`src/hdl/ldc_pkg.sv`:
```
// Purpose: Shared constants and types for the LED sink configuration bank
// Assumes: 32-bit register port, byte offsets as printed
// Notes: Range code 3 is reserved and never stored
package ldc_pkg;
    // Register byte offsets
    localparam logic [7:0] LDC_OFS_CFG = 8'h00;
    localparam logic [7:0] LDC_OFS_CURR = 8'h04;
    localparam logic [7:0] LDC_OFS_MAN = 8'h20;
    // Output config field positions
    localparam int LDC_POS_REF_EN = 18;
    localparam int LDC_POS_SINK_ON = 8;
    localparam int LDC_POS_RANGE = 0;
    // Manual sequence field positions
    localparam int LDC_POS_MAN_MODE = 26;
    localparam int LDC_POS_ITG_RUN = 23;
    localparam int LDC_POS_SW = 19;
    // Reset values
    localparam logic [1:0] LDC_RANGE_RST = 2'h1;
    localparam logic [7:0] LDC_CODE_RST = 8'h00;
    // Full-scale range codes, in mA
    localparam logic [1:0] LDC_RANGE_25 = 2'h0;
    localparam logic [1:0] LDC_RANGE_50 = 2'h1;
    localparam logic [1:0] LDC_RANGE_100 = 2'h2;
    localparam int LDC_FS_25_MA = 25;
    localparam int LDC_FS_50_MA = 50;
    localparam int LDC_FS_100_MA = 100;
    localparam int LDC_CODE_STEPS = 256;

    // Settings for one sink, index 0 is sink one
    typedef struct packed {
        logic on;
        logic [1:0] range_sel;
        logic [7:0] level_code;
        logic direct_switch;
    } ldc_sink_t;

    // Analog-side controls for all four sinks
    typedef struct packed {
        logic ref_en;
        logic manual_mode;
        logic direct_integrator_run;
        ldc_sink_t [3:0] sink;
    } ldc_ctrl_t;
endpackage : ldc_pkg

```
`src/hdl/ldc_regs.sv`:
```
// Purpose: Register bank steering the four LED current sinks and manual switches
// Assumes: One 100 MHz clock, synchronous active-high reset, no wait states
// Notes: Sink current is analog; the micro-amp estimate is a status output, not readable through the read mux
`timescale 1ns/1ps

module ldc_regs (
    // Clock and reset
    input wire logic clk_in,
    input wire logic sys_rst_in,
    // Register port
    input wire logic [7:0] addr_in,
    input wire logic [31:0] wdata_in,
    input wire logic wr_in,
    input wire logic rd_in,
    output logic [31:0] rdata_out,
    // Analog controls
    output ldc_pkg::ldc_ctrl_t ctrl_out,
    // Effective drive per sink: enabled and, in manual mode, switched in
    output logic [3:0] sink_drive_out,
    output logic integrator_reset_out,
    // Target current of each sink in microamps
    output logic [3:0][16:0] sink_ua_out
);

    // Full-scale current in microamps for a range code
    function automatic logic [16:0] fs_ua(input logic [1:0] r);
        case (r)
            ldc_pkg::LDC_RANGE_25: fs_ua = 17'(ldc_pkg::LDC_FS_25_MA * 1000);
            ldc_pkg::LDC_RANGE_50: fs_ua = 17'(ldc_pkg::LDC_FS_50_MA * 1000);
            ldc_pkg::LDC_RANGE_100: fs_ua = 17'(ldc_pkg::LDC_FS_100_MA * 1000);
            default: fs_ua = 17'(ldc_pkg::LDC_FS_50_MA * 1000);
        endcase
    endfunction : fs_ua

    // Sink current estimate; code zero yields nothing
    function automatic logic [16:0] sink_ua(input logic [7:0] c, input logic [1:0] r);
        logic [25:0] prod;
        prod = 26'({1'b0, c} + 9'h001) * 26'(fs_ua(r));
        if (c == 8'h00)
            sink_ua = 17'h00000;
        else
            sink_ua = 17'(prod / 26'(ldc_pkg::LDC_CODE_STEPS));
    endfunction : sink_ua

    ldc_pkg::ldc_ctrl_t ctrl_reg, ctrl_next;
    logic [31:0] rdata_reg, rdata_next;
    logic [3:0] drive_reg, drive_next;
    logic itg_rst_reg, itg_rst_next;
    logic [3:0][16:0] ua_reg, ua_next;

    // Register writes; reserved range code 3 keeps the old value
    always_comb
    begin
        ctrl_next = ctrl_reg;
        if (wr_in && addr_in == ldc_pkg::LDC_OFS_CFG)
        begin
            ctrl_next.ref_en = wdata_in[ldc_pkg::LDC_POS_REF_EN];
            for (int i = 0; i < 4; i++)
            begin
                ctrl_next.sink[i].on = wdata_in[ldc_pkg::LDC_POS_SINK_ON + i];
                if (wdata_in[ldc_pkg::LDC_POS_RANGE + 2*i +: 2] != 2'h3)
                    ctrl_next.sink[i].range_sel = wdata_in[ldc_pkg::LDC_POS_RANGE + 2*i +: 2];
            end
        end
        if (wr_in && addr_in == ldc_pkg::LDC_OFS_CURR)
        begin
            for (int i = 0; i < 4; i++)
                ctrl_next.sink[i].level_code = wdata_in[8*i +: 8];
        end
        if (wr_in && addr_in == ldc_pkg::LDC_OFS_MAN)
        begin
            ctrl_next.manual_mode = wdata_in[ldc_pkg::LDC_POS_MAN_MODE];
            ctrl_next.direct_integrator_run = wdata_in[ldc_pkg::LDC_POS_ITG_RUN];
            for (int i = 0; i < 4; i++)
                ctrl_next.sink[i].direct_switch = wdata_in[ldc_pkg::LDC_POS_SW + i];
        end
    end

    // Read mux; unmapped offsets read zero
    always_comb
    begin
        rdata_next = 32'h00000000;
        if (rd_in)
        begin
            case (addr_in)
                ldc_pkg::LDC_OFS_CFG:
                begin
                    rdata_next[ldc_pkg::LDC_POS_REF_EN] = ctrl_reg.ref_en;
                    for (int i = 0; i < 4; i++)
                    begin
                        rdata_next[ldc_pkg::LDC_POS_SINK_ON + i] = ctrl_reg.sink[i].on;
                        rdata_next[ldc_pkg::LDC_POS_RANGE + 2*i +: 2] = ctrl_reg.sink[i].range_sel;
                    end
                end
                ldc_pkg::LDC_OFS_CURR:
                begin
                    for (int i = 0; i < 4; i++)
                        rdata_next[8*i +: 8] = ctrl_reg.sink[i].level_code;
                end
                ldc_pkg::LDC_OFS_MAN:
                begin
                    rdata_next[ldc_pkg::LDC_POS_MAN_MODE] = ctrl_reg.manual_mode;
                    rdata_next[ldc_pkg::LDC_POS_ITG_RUN] = ctrl_reg.direct_integrator_run;
                    for (int i = 0; i < 4; i++)
                        rdata_next[ldc_pkg::LDC_POS_SW + i] = ctrl_reg.sink[i].direct_switch;
                end
                default: rdata_next = 32'h00000000;
            endcase
        end
    end

    // Derived drive: switches matter only in manual mode, else sequencer owns them
    always_comb
    begin
        for (int i = 0; i < 4; i++)
        begin
            drive_next[i] = ctrl_next.sink[i].on &
                (~ctrl_next.manual_mode | ctrl_next.sink[i].direct_switch);
            ua_next[i] = sink_ua(ctrl_next.sink[i].level_code, ctrl_next.sink[i].range_sel);
        end
        itg_rst_next = ctrl_next.manual_mode & ~ctrl_next.direct_integrator_run;
    end

    // State registers
    always_ff @(posedge clk_in)
    begin
        if (sys_rst_in)
        begin
            ctrl_reg.ref_en <= 1'b0;
            ctrl_reg.manual_mode <= 1'b0;
            ctrl_reg.direct_integrator_run <= 1'b0;
            for (int i = 0; i < 4; i++)
            begin
                ctrl_reg.sink[i].on <= 1'b0;
                ctrl_reg.sink[i].range_sel <= ldc_pkg::LDC_RANGE_RST;
                ctrl_reg.sink[i].level_code <= ldc_pkg::LDC_CODE_RST;
                ctrl_reg.sink[i].direct_switch <= 1'b0;
            end
            rdata_reg <= 32'h00000000;
            drive_reg <= 4'h0;
            itg_rst_reg <= 1'b0;
            ua_reg <= '0;
        end
        else
        begin
            ctrl_reg <= ctrl_next;
            rdata_reg <= rdata_next;
            drive_reg <= drive_next;
            itg_rst_reg <= itg_rst_next;
            ua_reg <= ua_next;
        end
    end

    assign rdata_out = rdata_reg;
    assign ctrl_out = ctrl_reg;
    assign sink_drive_out = drive_reg;
    assign integrator_reset_out = itg_rst_reg;
    assign sink_ua_out = ua_reg;

    // Checks
    a_ref_en_write: assert property (@(posedge clk_in) disable iff (sys_rst_in)
        wr_in && addr_in == ldc_pkg::LDC_OFS_CFG |=>
        ctrl_out.ref_en == $past(wdata_in[ldc_pkg::LDC_POS_REF_EN]))
        else $error("reference enable not written");
    a_sink_on_write: assert property (@(posedge clk_in) disable iff (sys_rst_in)
        wr_in && addr_in == ldc_pkg::LDC_OFS_CFG |=>
        ctrl_out.sink[3].on == $past(wdata_in[ldc_pkg::LDC_POS_SINK_ON + 3]))
        else $error("sink four enable not written");
    a_range_legal: assert property (@(posedge clk_in) disable iff (sys_rst_in)
        ctrl_out.sink[3].range_sel != 2'h3 && ctrl_out.sink[0].range_sel != 2'h3)
        else $error("reserved range code stored");
    // Legal range code lands; the reserved code leaves the field alone
    a_range_write: assert property (@(posedge clk_in) disable iff (sys_rst_in)
        wr_in && addr_in == ldc_pkg::LDC_OFS_CFG && wdata_in[7:6] != 2'h3 |=>
        ctrl_out.sink[3].range_sel == $past(wdata_in[7:6]))
        else $error("sink four range not written");
    a_range_keep: assert property (@(posedge clk_in) disable iff (sys_rst_in)
        wr_in && addr_in == ldc_pkg::LDC_OFS_CFG && wdata_in[7:6] == 2'h3 |=>
        $stable(ctrl_out.sink[3].range_sel))
        else $error("reserved range code changed sink four");
    // Watched at the first edge after release, so no history before reset counts
    a_range_reset: assert property (@(posedge clk_in)
        $past(sys_rst_in) && !sys_rst_in |->
        ctrl_out.sink[0].range_sel == ldc_pkg::LDC_RANGE_RST &&
        ctrl_out.sink[1].range_sel == ldc_pkg::LDC_RANGE_RST &&
        ctrl_out.sink[2].range_sel == ldc_pkg::LDC_RANGE_RST)
        else $error("range reset value wrong");
    a_code_reset: assert property (@(posedge clk_in)
        $past(sys_rst_in) && !sys_rst_in |->
        ctrl_out.sink[0].level_code == ldc_pkg::LDC_CODE_RST &&
        ctrl_out.sink[3].level_code == ldc_pkg::LDC_CODE_RST)
        else $error("current code reset value wrong");
    a_code_write: assert property (@(posedge clk_in) disable iff (sys_rst_in)
        wr_in && addr_in == ldc_pkg::LDC_OFS_CURR |=>
        ctrl_out.sink[0].level_code == $past(wdata_in[7:0]))
        else $error("sink one current code not written");
    a_code_readback: assert property (@(posedge clk_in) disable iff (sys_rst_in)
        wr_in && addr_in == ldc_pkg::LDC_OFS_CURR ##1
        rd_in && addr_in == ldc_pkg::LDC_OFS_CURR |=>
        rdata_out == $past(wdata_in, 2))
        else $error("current codes readback mismatch");
    // Estimate is registered beside the codes, so it must match in the same cycle
    a_current_calc: assert property (@(posedge clk_in) disable iff (sys_rst_in)
        ctrl_out.sink[2].level_code == 8'hff &&
        ctrl_out.sink[2].range_sel == ldc_pkg::LDC_RANGE_100 |->
        sink_ua_out[2] == 17'(ldc_pkg::LDC_FS_100_MA * 1000))
        else $error("full code not full scale");
    a_integrator_hold: assert property (@(posedge clk_in) disable iff (sys_rst_in)
        integrator_reset_out |-> ctrl_out.manual_mode && !ctrl_out.direct_integrator_run)
        else $error("integrator reset outside manual hold");
    a_manual_switch: assert property (@(posedge clk_in) disable iff (sys_rst_in)
        ctrl_out.manual_mode && !ctrl_out.sink[3].direct_switch |-> !sink_drive_out[3])
        else $error("sink four driven while switched out");
    a_switch_write: assert property (@(posedge clk_in) disable iff (sys_rst_in)
        wr_in && addr_in == ldc_pkg::LDC_OFS_MAN |=>
        ctrl_out.sink[3].direct_switch == $past(wdata_in[ldc_pkg::LDC_POS_SW + 3]))
        else $error("sink four switch not written");
    a_sink_one_switch: assert property (@(posedge clk_in) disable iff (sys_rst_in)
        ctrl_out.manual_mode && !ctrl_out.sink[0].direct_switch |-> !sink_drive_out[0])
        else $error("sink one driven while switched out");
    a_manual_drive: assert property (@(posedge clk_in) disable iff (sys_rst_in)
        ctrl_out.manual_mode |->
        sink_drive_out[1] == (ctrl_out.sink[1].on && ctrl_out.sink[1].direct_switch))
        else $error("sink two drive wrong in manual mode");
    a_manual_mode_write: assert property (@(posedge clk_in) disable iff (sys_rst_in)
        wr_in && addr_in == ldc_pkg::LDC_OFS_MAN |=>
        ctrl_out.manual_mode == $past(wdata_in[ldc_pkg::LDC_POS_MAN_MODE]))
        else $error("manual mode not written");
    a_auto_ignores: assert property (@(posedge clk_in) disable iff (sys_rst_in)
        !ctrl_out.manual_mode |-> sink_drive_out == {ctrl_out.sink[3].on, ctrl_out.sink[2].on,
        ctrl_out.sink[1].on, ctrl_out.sink[0].on})
        else $error("manual switch acted outside manual mode");

endmodule : ldc_regs

```
`config.mk`:
```
export PLATFORM = sky130hd
export DESIGN_NAME = ldc_regs
export DESIGN_NICKNAME = d
export VERILOG_FILES = /design/src/hdl/ldc_pkg.sv /design/src/hdl/ldc_regs.sv
export SDC_FILE = /design/constraint.sdc
export NUM_CORES = 1
export LEC_CHECK = 0
export BUFFER_PORTS_ARGS = -buffer_cell sky130_fd_sc_hd__buf_4
export CAP_MARGIN = 5
export CORE_ASPECT_RATIO = 0.75
export CORE_UTILIZATION = 38
export DETAILED_ROUTE_END_ITERATION = 10
export PLACE_DENSITY_LB_ADDON = 0.12
export SETUP_SLACK_MARGIN = 0.02
export SLEW_MARGIN = 20
export SYNTH_ARGS = -nofsm -noshare
export SYNTH_HDL_FRONTEND = slang
export SYNTH_SLANG_ARGS = --single-unit
```
`constraint.sdc`:
```
create_clock -name clk_in -period 9 [get_ports clk_in]
set_input_delay 1.8 -clock clk_in [delete_from_list [all_inputs] [get_ports clk_in]]
set_output_delay 1.8 -clock clk_in [all_outputs]
set_load 0.02 [all_outputs]
```
### Yosys cells after proc, flatten, opt, wreduce, memory -nomap -nowiden

Cells that the tools add are included.

* bits in registers: 156
* bits of input ports: 44
* output and inout bits: 156
* logic and storage cells: 101

* $add $sub $neg: 4
* $mul: 4
* equal/unequal tests: 10
* muxes and demuxes: 25
* bitwise gates (word level): 13
* reductions and logical operators: 18

Operator list (number)
* $pmux W17 S2: 4
* $mul A9 B17 Y25: 4
* $logic_not A8 Y1: 5
* $add A8 B1 Y9 const B: 4
* $mux W8: 4
* $pmux W12 S2: 1
* $mux W3: 4
* $mux W2: 5
* $pmux W5 S2: 1
* $reduce_or A2 Y1: 5
* $eq A2 B2 Y1 const B: 4
* $eq A8 B3 Y1 const B: 1
* $eq A8 B6 Y1 const B: 1
* $logic_not A2 Y1: 4
* $ne A2 B2 Y1 const B: 4
* $and A1 B1 Y1: 5
* $mux W1: 4
* $not A1 Y1: 4
* $or A1 B1 Y1: 4
* $pmux W1 S2: 2
* $logic_and A1 B1 Y1: 3
* $reduce_or A3 Y1: 1

### Logic depth before layout (Yosys ltp)

Gate-level depths: netlist of the first run.

* depth in word-level cells: 6
* gate-level depth with buffers: 32
* mapped depth without buffers: 26

### Worst setup path after synthesis of the first run

No wires, ideal clock.

* path kind: input-to-reg
* start: input addr_in[3]
* end: register ua_reg (netlist bit sink_ua_out[33])
* library setup time: 0.117 ns
* data arrival time: 8.506 ns
* data required time: 8.883 ns
* slack: 0.377 ns
* cell stages on the path: 27
* path buffers: 3
* cells stage by stage: or4b_4 nor3_2 clkbuf_1 buf_1 nand2_1 nand2_1 ha_1 clkbuf_1 nand2_1 or2_2 nor3_1 a41oi_1 or3_1 fa_1 fa_1 inv_1 fa_1 inv_1 fa_1 inv_1 ha_1 o21a_1 a211o_1 a311oi_1 o41ai_1 xnor2_1 nor2_1

RTL lines
* from (decl): line ldc_regs.sv:11 `input wire logic [7:0] addr_in,`
* to (signal assigned): line ldc_regs.sv:150 `ua_reg <= ua_next;`
* to (decl): line ldc_regs.sv:49 `logic [3:0][16:0] ua_reg, ua_next;`

### Worst setup path in the final report of the first run

* start: input addr_in[3]
* end: register ua_reg (netlist bit sink_ua_out[15])

* cells in the longest elaborated chain, start to end: 6
* elaborated cells on any way between the ends: 13
* those cells by class: add/sub (1); mul (1); eq/ne (2); mux (3); reduce/logical (6)

Ends and longest elaborated chain
* parallel branches: the longest is 6 deep, another holds $mul A9 B17 Y25

Several ways; the timed one is not identified.
A chain may end at the register's enable or synchronous reset.

==> results of run 1 <==
[flip-flops by register name, summed over array words and instances (netlist names)]
signal,count
integrator_reset_out,1
rdata_out,32
ctrl_out,51
sink_drive_out,4
sink_ua_out,68
[worst max-delay path, cell delays in order]
cell and delay, ns:
buf_4 0.12, or4b_4 0.59, or3_2 0.57, buf_4 0.24
mux2i_1 0.21, inv_1 0.13, ha_1 0.28, mux4_2 0.24
nand3_1 0.18, buf_4 0.22, nand2b_1 0.16, fa_1 0.52
inv_1 0.06, fa_1 0.53, inv_1 0.05, fa_1 0.45
fa_1 0.49, inv_1 0.04, ha_1 0.20, a2111oi_0 0.44
o21ai_0 0.18, a31oi_1 0.42, a211oi_1 0.20, o21ai_0 0.17
nor3b_1 0.20
[logic make-up after synthesis]
group	share of synthesized area
AO/OA/AOI/OAI	0.105
XOR/XNOR	0.0375
adder cells (fa/ha/maj)	0.393
flip-flops	0.171
multiplexers	0.0249
AND/OR/NAND/NOR	0.165
other	0.000412
buffers and inverters	0.103
[layout by cell type, fill, tap and decap left out, types with 9 or more instances in the layout]
master / instances
inv_1: 411
nor2_1: 242
buf_4: 231
ha_1: 225
fa_1: 217
nand2_1: 157
dfxtp_1: 156
a21oi_1: 67
nand3_1: 46
xnor2_1: 44
o21ai_0: 41
mux2i_1: 38
nor3_1: 37
xor2_1: 34
and2_1: 26
and3_1: 22
nand2b_1: 20
a22o_1: 19
a21o_1: 19
o21a_1: 18
nor4_1: 17
or2_2: 17
clkbuf_16: 17
a211oi_1: 14
o21bai_1: 13
or3_1: 12
o22ai_1: 11
nor2b_1: 10
o22a_1: 9
[layout make-up]
type / instances / area, um^2
sequential: 156 / 3120
timing repair buffer: 231 / 1730
multi-input combinational: 1492 / 13200
inverter: 412 / 1550
clock inverter: 13 / 131
tap: 639 / 800
clock buffer: 19 / 443
antenna: 1 / 2.50
fill: 4815 / 26300
[final timing paths]
check / endpoint / slack (ns) / depth (start not counted)
max reg2reg: sink_ua_out[65] / 2.55 / 20
max: sink_ua_out[15] / 0.65 / 25
min: rdata_out[9] / 0.54 / 1
min reg2reg: rdata_out[9] / 0.54 / 1
[metal layers]
layer,vias up,part of all wire,GRT usage
met3,46,0.061,0.0466
li1,7213,-,-
met4,0,0.018,0.0534
met1,7240,0.50,0.325
met2,409,0.42,0.321
met5,-,0,0
[where the power goes]
| part | switching, mW | leakage, nW | internal [mW] |
|---|---|---|---|
| registers | 0.000727 | 1.26 | 0.690 |
| clock network | 0.349 | 0.272 | 0.394 |
| logic | 0.0485 | 9.29 | 0.0307 |
[Yosys cell counts (11+ instances only)]
cell	number	area, um^2
inv_1	411	1540
nor2_1	242	908
ha_1	225	2820
fa_1	217	4340
nand2_1	157	589
dfxtp_1	156	3120
a21oi_1	67	335
clkbuf_1	66	248
nand3_1	46	230
xnor2_1	44	385
o21ai_0	41	205
mux2i_1	38	380
nor3_1	37	185
xor2_1	34	298
and2_1	26	163
and3_1	22	138
nand2b_1	20	125
a21o_1	19	143
a22o_1	19	166
nor4_1	18	113
o21a_1	18	135
or2_2	17	106
a211oi_1	14	105
o21bai_1	13	97.6
or3_1	13	81.3
o22ai_1	11	68.8
[through the flow]
stage                util  hold WS [ns]  cells  worst slack [ns]  instance area [um^2]
floorplan               -         0.576   2140             0.377                 18200
global placement    0.432         0.521   2930             0.244                 20400
detailed placement  0.432         0.516   2930             0.235                 20400
CTS                 0.444         0.537   2962             0.744                 21000
global route        0.444         0.561   2962             0.296                 21000
finish              0.444         0.536   2963             0.646                 21000
==> metrics.txt, run 1 <==
Area Growth Syn to Fin 15.4%; vias per cell 5.03; WS Path Type primary input to flip-flop; Die Footprint 48800 um^2; IO buf count 199; Total Power 1.51 mW; Max-slew headroom 0.379; Pins Over Slew Limit 0; routed via count 14908; Max Freq 120 MHz; I/O pins 200; Startpoint Class primary input; CTS tree done; endpoints failing hold 0; # hold bufs at CTS 0; Post-DRT Antenna Nets 0; first-pass GRT wire length 82300 um; #FFs+latches synth 156; final setup violation count 0; leak pwr 10.8 nW; number of CTS-inserted buffers 17; Power Dens Cells 72.0 nW/um^2; R2R Path Start ctrl_out[39]; status complete, no violations; die height 192 um; FFs w/ async S/R, synth 0; total number of placement rows 69; Tcrit/Tclk final 0.928; cells after synthesis 2137; Max VDD drop 138 uV; distinct cell type count after synthesis 72; Worst Setup End Kind flip-flop; Sum Neg Setup Slack 0 ns; top_reg_cell synth dfxtp_1; Nets 2796; Wirelength per Cell 17.2 um; RSZ-0062 raised after global routing false; vias in the first global route 15046; clk root buf clkbuf_16; critical path peak fanout 15; Total GRT Usage 0.219; largest net degree at the start of global routing 54; Critical Path Start addr_in[3]; post-detail-place hpwl 42400 um; DRT iter0 DRCs 1131; Avg Cell Area, Syn 8.52 um^2; Placeable Area 47300 um^2; share of layout cells above drive strength 1 0.127; gpl congestion 0.909; Max-Cap Viols 0; Period minus WS final 8.35 ns; Post-CTS Setup Bufs 0; Sink Count 156; Worst-Skew Late Latency 0.47 ns; WP data required 9.37 ns; sequential share of the synthesized area 0.171; die width 255 um; synthesized cell area 18200 um^2; Worst-path clk slew 0.08 ns; initial core utilization 0.385; EDFF count, synth 0; Routed WL 50900 um; GR Overflow Total 0; Hold Crit Start ctrl_out[23]; clock tree buffer depth 2; CTS H-tree depth 4; post-CTS resize count 0; First-pass DRT Iterations 7; initial antenna violation count 1; type of the most critical hold path flip-flop to flip-flop; final setup skew 0.0123 ns; DRC viols 0; Arr. time, crit path 8.72 ns; worst slew pin tran 0.924 ns; Synth warnings 0
No activity file was read; power rests on OpenSTA's default activity.
==> run 2, diff against run 1 <==
CELL_PAD_IN_SITES_DETAIL_PLACEMENT = 0   (was not set)
CELL_PAD_IN_SITES_GLOBAL_PLACEMENT = 1   (was not set)
==> run 2 against run 1 <==
Effect of this change: via count grew 0.23%; sequential power is essentially flat; critical path depth shrank 1; highest routed layer unchanged; critical path type unchanged; sequential share of layout area shrank 0.057 points; die area is the same; non-clock buffer count grew 4; global-route usage grew 0.21 points; first-iteration DRC count shrank 12%; count of clock-buffer cells in the layout shrank 1; largest power group unchanged.
==> metrics.txt, run 2 (synthesis gave the netlist of run 1 again) <==
status complete, no violations (unchanged); post-detail-place hpwl 42900 um (was 42400 um); fillcell total 4820 (was 4815); dpl cells 2934 (was 2930); Sum Neg Setup Slack 0 ns (unchanged); Placed Area 20500 um^2 (was 20400 um^2); gpl congestion 0.895 (was 0.909); Total Power 1.54 mW (was 1.51 mW); Worst Slack Setup Final 0.545 ns (was 0.646 ns); worst slew pin tran 0.891 ns (was 0.924 ns); die width 255 um (unchanged); footprint of the multi-input gates 13200 um^2 (about the same); Post-DRT Antenna Nets 0 (unchanged); IO buf count 199 (unchanged); Placeable Area 47300 um^2 (unchanged); Tcrit/Tclk final 0.939 (was 0.928); Arr. time, crit path 8.82 ns (was 8.72 ns); fin cells 2968 (was 2963); delay-heaviest family, CP adder cells (unchanged); type of the most critical hold path flip-flop to flip-flop (unchanged); clk root buf clkbuf_16 (unchanged); CP max stage cell or3_2 (was or4b_4); total number of placement rows 69 (unchanged); die height 192 um (unchanged); Power Dens Cells 73.2 nW/um^2 (was 72.0 nW/um^2); first-pass GRT wire length 82800 um (was 82300 um); largest net degree at the start of global routing 49 (was 54); DRT iter0 DRCs 999 (was 1131); # hold bufs at CTS 0 (unchanged); critical path peak fanout 34 (was 15); CTS tree done (unchanged); WP data required 9.37 ns (about the same); Routed WL 51800 um (was 50900 um); Worst-Skew Late Latency 0.47 ns (about the same); First-pass DRT Iterations 5 (was 7); clock tree buffer depth 2 (unchanged); R2R Path Start ctrl_out[39] (unchanged); vias per cell 5.03 (about the same); routed via count 14942 (was 14908); max reg flops 68 (unchanged); share of layout cells above drive strength 1 0.130 (was 0.127); I/O pins 200 (unchanged); commonest cells after routing, fill and taps aside 411 x inv_1, 242 x nor2_1, 234 x buf_4, 225 x ha_1, 217 x fa_1 (was 411 x inv_1, 242 x nor2_1, 231 x buf_4, 225 x ha_1, 217 x fa_1); Area Growth Syn to Fin 15.8% (was 15.4%); initial core utilization 0.385 (unchanged); GR Overflow Total 0 (unchanged); Period minus WS final 8.46 ns (was 8.35 ns); Sink Count 156 (unchanged); final setup violation count 0 (unchanged); Die Footprint 48800 um^2 (unchanged); CTS H-tree depth 4 (unchanged); Worst Setup End Kind flip-flop (unchanged); CP max stage delay 0.59 ns (about the same); vias in the first global route 15006 (was 15046); Critical Path Start addr_in[3] (unchanged); Register Area 3120 um^2 (unchanged); Pins Over Slew Limit 0 (unchanged); initial antenna violation count 1 (unchanged); commonest non-fill, non-tap cell in the layout inv_1 (unchanged); Total GRT Usage 0.221 (was 0.219); Max-Cap Viols 0 (unchanged); Worst-path clk slew 0.07 ns (was 0.08 ns); Max Freq 118 MHz (was 120 MHz); DRC viols 0 (unchanged); number of CTS-inserted buffers 17 (unchanged); RSZ-0062 raised after global routing false (unchanged); Cell Chain, Critical Path buf_4, or4b_4, or3_2, buf_4, mux2i_1, inv_1, ha_1, mux2i_1, o311ai_2, nand2b_1, fa_1, inv_1, fa_1, inv_1, fa_1, fa_1, inv_1, ha_1, a2111oi_0, o21ai_0, a31oi_1, a211oi_1, o21ai_0, nor3b_1; leak pwr 10.9 nW (was 10.8 nW); endpoints failing hold 0 (unchanged); Wirelength per Cell 17.4 um (was 17.2 um); final setup skew 0.0115 ns (was 0.0123 ns); final instance area 21100 um^2 (was 21000 um^2); Nets 2800 (was 2796); Max-slew headroom 0.406 (was 0.379); Max VDD drop 145 uV (was 138 uV); Hold Crit Start ctrl_out[23] (unchanged); worst slack, placed 0.111 ns (was 0.235 ns); Startpoint Class primary input (unchanged); CP bufs+invs 6 (was 7); WS Path Type primary input to flip-flop (unchanged)
==> run 2: what timing repair did <==
item,in CTS,in global routing
setup buffers,0,0
hold endpoints to repair,0,0
gates resized for setup,0,1
endpoints found under the setup margin,0,1
==> run 2: metrics by stage <==
step | util | hold WS, ns
final | 0.446 | 0.522
after global routing | 0.446 | 0.576
after CTS | 0.446 | 0.535
after detailed placement | 0.433 | 0.506
after global placement | 0.433 | 0.485
after floorplan | - | 0.576
==> run 2: metal layers <==
metal / up-vias / share of wire / GRT usage
li1: 7226 / - / -
met5: - / 0 / 0
met1: 7262 / 0.51 / 0.334
met2: 412 / 0.41 / 0.320
met3: 42 / 0.063 / 0.0438
met4: 0 / 0.014 / 0.0511
==> run 2: final timing paths <==
| check | end | slack, ns | depth (start not counted) |
|---|---|---|---|
| hold reg to reg | rdata_out[9] | 0.52 | 1 |
| setup / recovery | sink_ua_out[15] | 0.54 | 24 |
| hold / removal | rdata_out[9] | 0.52 | 1 |
| setup reg to reg | sink_ua_out[65] | 2.64 | 20 |
==> run 2: cell type report <==
type                            instances  area share
Clock inverter                         14     0.00753
Timing Repair Buffer                  235      0.0842
Inverter                              412      0.0733
Antenna cell                            2    0.000237
Clock buffer                           18      0.0208
Multi-Input combinational cell       1492       0.628
Sequential cell                       156       0.148
Tap cell                              639      0.0379
==> run 2: power by group <==
| group | switching, mW | internal, mW | total, mW |
|---|---|---|---|
| logic | 0.0490 | 0.0308 | 0.0798 |
| clock network | 0.351 | 0.422 | 0.773 |
| registers | 0.000751 | 0.690 | 0.691 |
| total | 0.401 | 1.14 | 1.54 |
==> run 3, diff against run 2 <==
PLACE_DENSITY = 0.79   (was not set)
PLACE_DENSITY_LB_ADDON = not set   (was 0.12)
==> run 3 against run 2 <==
Effect of this change: clock power shrank 4.9%; total power shrank 2.6%; flip-flop and latch count is the same; critical endpoint is now sink_ua_out[65]; highest routed layer unchanged.
==> metrics.txt, run 3 (synthesis gave the netlist of run 1 again) <==
first-pass GRT wire length 81000 um (was 82800 um); I/O pins 200 (unchanged); largest net degree at the start of global routing 55 (was 49); IO buf count 199 (unchanged); critical path peak fanout 31 (was 34); max reg flops 68 (unchanged); endpoints failing hold 0 (unchanged); Worst-path clk slew 0.07 ns (about the same); Period minus WS final 8.33 ns (was 8.46 ns); Max VDD drop 150 uV (was 145 uV); die width 255 um (unchanged); Worst Setup End Kind flip-flop (unchanged); DRC viols 0 (unchanged); post-detail-place hpwl 41700 um (was 42900 um); initial antenna violation count 0 (was 1); leak pwr 10.8 nW (was 10.9 nW); Sum Neg Setup Slack 0 ns (unchanged); Max-Cap Viols 0 (unchanged); number of CTS-inserted buffers 17 (unchanged); WS Path Type primary input to flip-flop (unchanged); gpl congestion 0.909 (was 0.895); initial core utilization 0.385 (unchanged); Area Growth Syn to Fin 15.2% (was 15.8%); Worst-Skew Late Latency 0.47 ns (about the same); total number of placement rows 69 (unchanged); post-CTS resize count 0 (unchanged); Max Freq 120 MHz (was 118 MHz); Pins Over Slew Limit 0 (unchanged); share of layout cells above drive strength 1 0.126 (was 0.130); final setup violation count 0 (unchanged); Routed WL 50600 um (was 51800 um); worst slack, placed 0.195 ns (was 0.111 ns); clk root buf clkbuf_16 (unchanged); clock tree buffer depth 2 (unchanged); worst slew pin tran 0.886 ns (was 0.891 ns); Power Dens Cells 71.7 nW/um^2 (was 73.2 nW/um^2); CTS H-tree depth 4 (unchanged); Wirelength per Cell 17.1 um (was 17.4 um); Critical Path Start addr_in[3] (unchanged); Post-DRT Antenna Nets 0 (unchanged); Hold Crit Start ctrl_out[35] (was ctrl_out[23]); routed via count 14748 (was 14942); final hold slack 0.533 ns (was 0.522 ns); type of the most critical hold path flip-flop to flip-flop (unchanged); Worst Slack Setup Final 0.670 ns (was 0.545 ns); vias in the first global route 14804 (was 15006); commonest non-fill, non-tap cell in the layout inv_1 (unchanged); n_diodes 0 (was 2); fillcell total 4757 (was 4820); R2R Path Start ctrl_out[39] (unchanged); status complete, no violations (unchanged); final setup skew 0.0104 ns (was 0.0115 ns); Die Footprint 48800 um^2 (unchanged); Placeable Area 47300 um^2 (unchanged); # hold bufs at CTS 0 (unchanged); commonest cells after routing, fill and taps aside 411 x inv_1, 242 x nor2_1, 229 x buf_4, 225 x ha_1, 217 x fa_1 (was 411 x inv_1, 242 x nor2_1, 234 x buf_4, 225 x ha_1, 217 x fa_1); Arr. time, crit path 8.69 ns (was 8.82 ns); Startpoint Class primary input (unchanged); Total GRT Usage 0.216 (was 0.221); CTS tree done (unchanged); die height 192 um (unchanged); Tcrit/Tclk final 0.926 (was 0.939); Sink Count 156 (unchanged); Max-slew headroom 0.407 (was 0.406); Nets 2794 (was 2800); post-route core utilization 0.444 (was 0.446); vias per cell 4.98 (was 5.03); RSZ-0062 raised after global routing false (unchanged); Post-CTS Setup Bufs 0 (unchanged); DRT iter0 DRCs 964 (was 999); WP data required 9.36 ns (was 9.37 ns); GR Overflow Total 0 (unchanged); First-pass DRT Iterations 5 (unchanged)
## run 3: changes by cell type in the layout (fill, tap and decap cells not counted), sizes merged
cell,change
buf,-6
bufinv,-1
clkbuf,+1
clkinvlp,+1
diode,-2
inv,-1
## run 3: cell type report
cell class,instances,area [um^2],area share
multi-input cells,1492,13200,0.631
flip-flops and latches,156,3120,0.149
repair buffers,229,1720,0.0819
inverters,412,1550,0.0737
well taps,639,800,0.0381
clock buffers,19,433,0.0206
clock inverters,13,134,0.00638
## run 3: routing by layer
layer | track usage | vias up | wire length, um
met5 | 0 | - | 0
met4 | 0.0392 | 0 | 446
met3 | 0.0453 | 29 | 3010
met2 | 0.328 | 359 | 22100
met1 | 0.315 | 7148 | 25000
li1 | - | 7212 | -
## run 3: stage by stage
step	instance area [um^2]	power (mW)	cells
after floorplan	18200	0.746	2140
after global routing	21000	1.56	2960
after global placement	20400	0.784	2928
after CTS	21000	1.53	2960
final	21000	1.50	2960
after detailed placement	20400	0.785	2928
## run 3: report_power, final
part / switching (mW) / internal [mW]
clock network: 0.348 / 0.387
registers: 0.000754 / 0.690
logic: 0.0478 / 0.0303
## run 3: worst max-delay path: stages
cell and delay, ns:
buf_4 0.11, or4b_4 0.58, or3_2 0.57, buf_4 0.29, mux2i_1 0.34, o21ai_1 0.17, or2_1 0.31, or2_2 0.34
fa_1 0.52, fa_1 0.59, inv_1 0.07, fa_1 0.53, inv_1 0.05, fa_1 0.53, inv_1 0.04, ha_1 0.21
or3_1 0.39, o21ba_2 0.29, o31ai_1 0.11, a211oi_1 0.55, or4_1 0.20, nand3_1 0.06
## run 3: path summary, 6_finish.rpt
| path | end | slack (ns) | cells after the start |
|---|---|---|---|
| worst min-delay path | rdata_out[10] | 0.53 | 1 |
| worst max register to register | sink_ua_out[65] | 2.56 | 20 |
| worst min register to register | rdata_out[10] | 0.53 | 1 |
| worst max-delay path | sink_ua_out[65] | 0.67 | 22 |
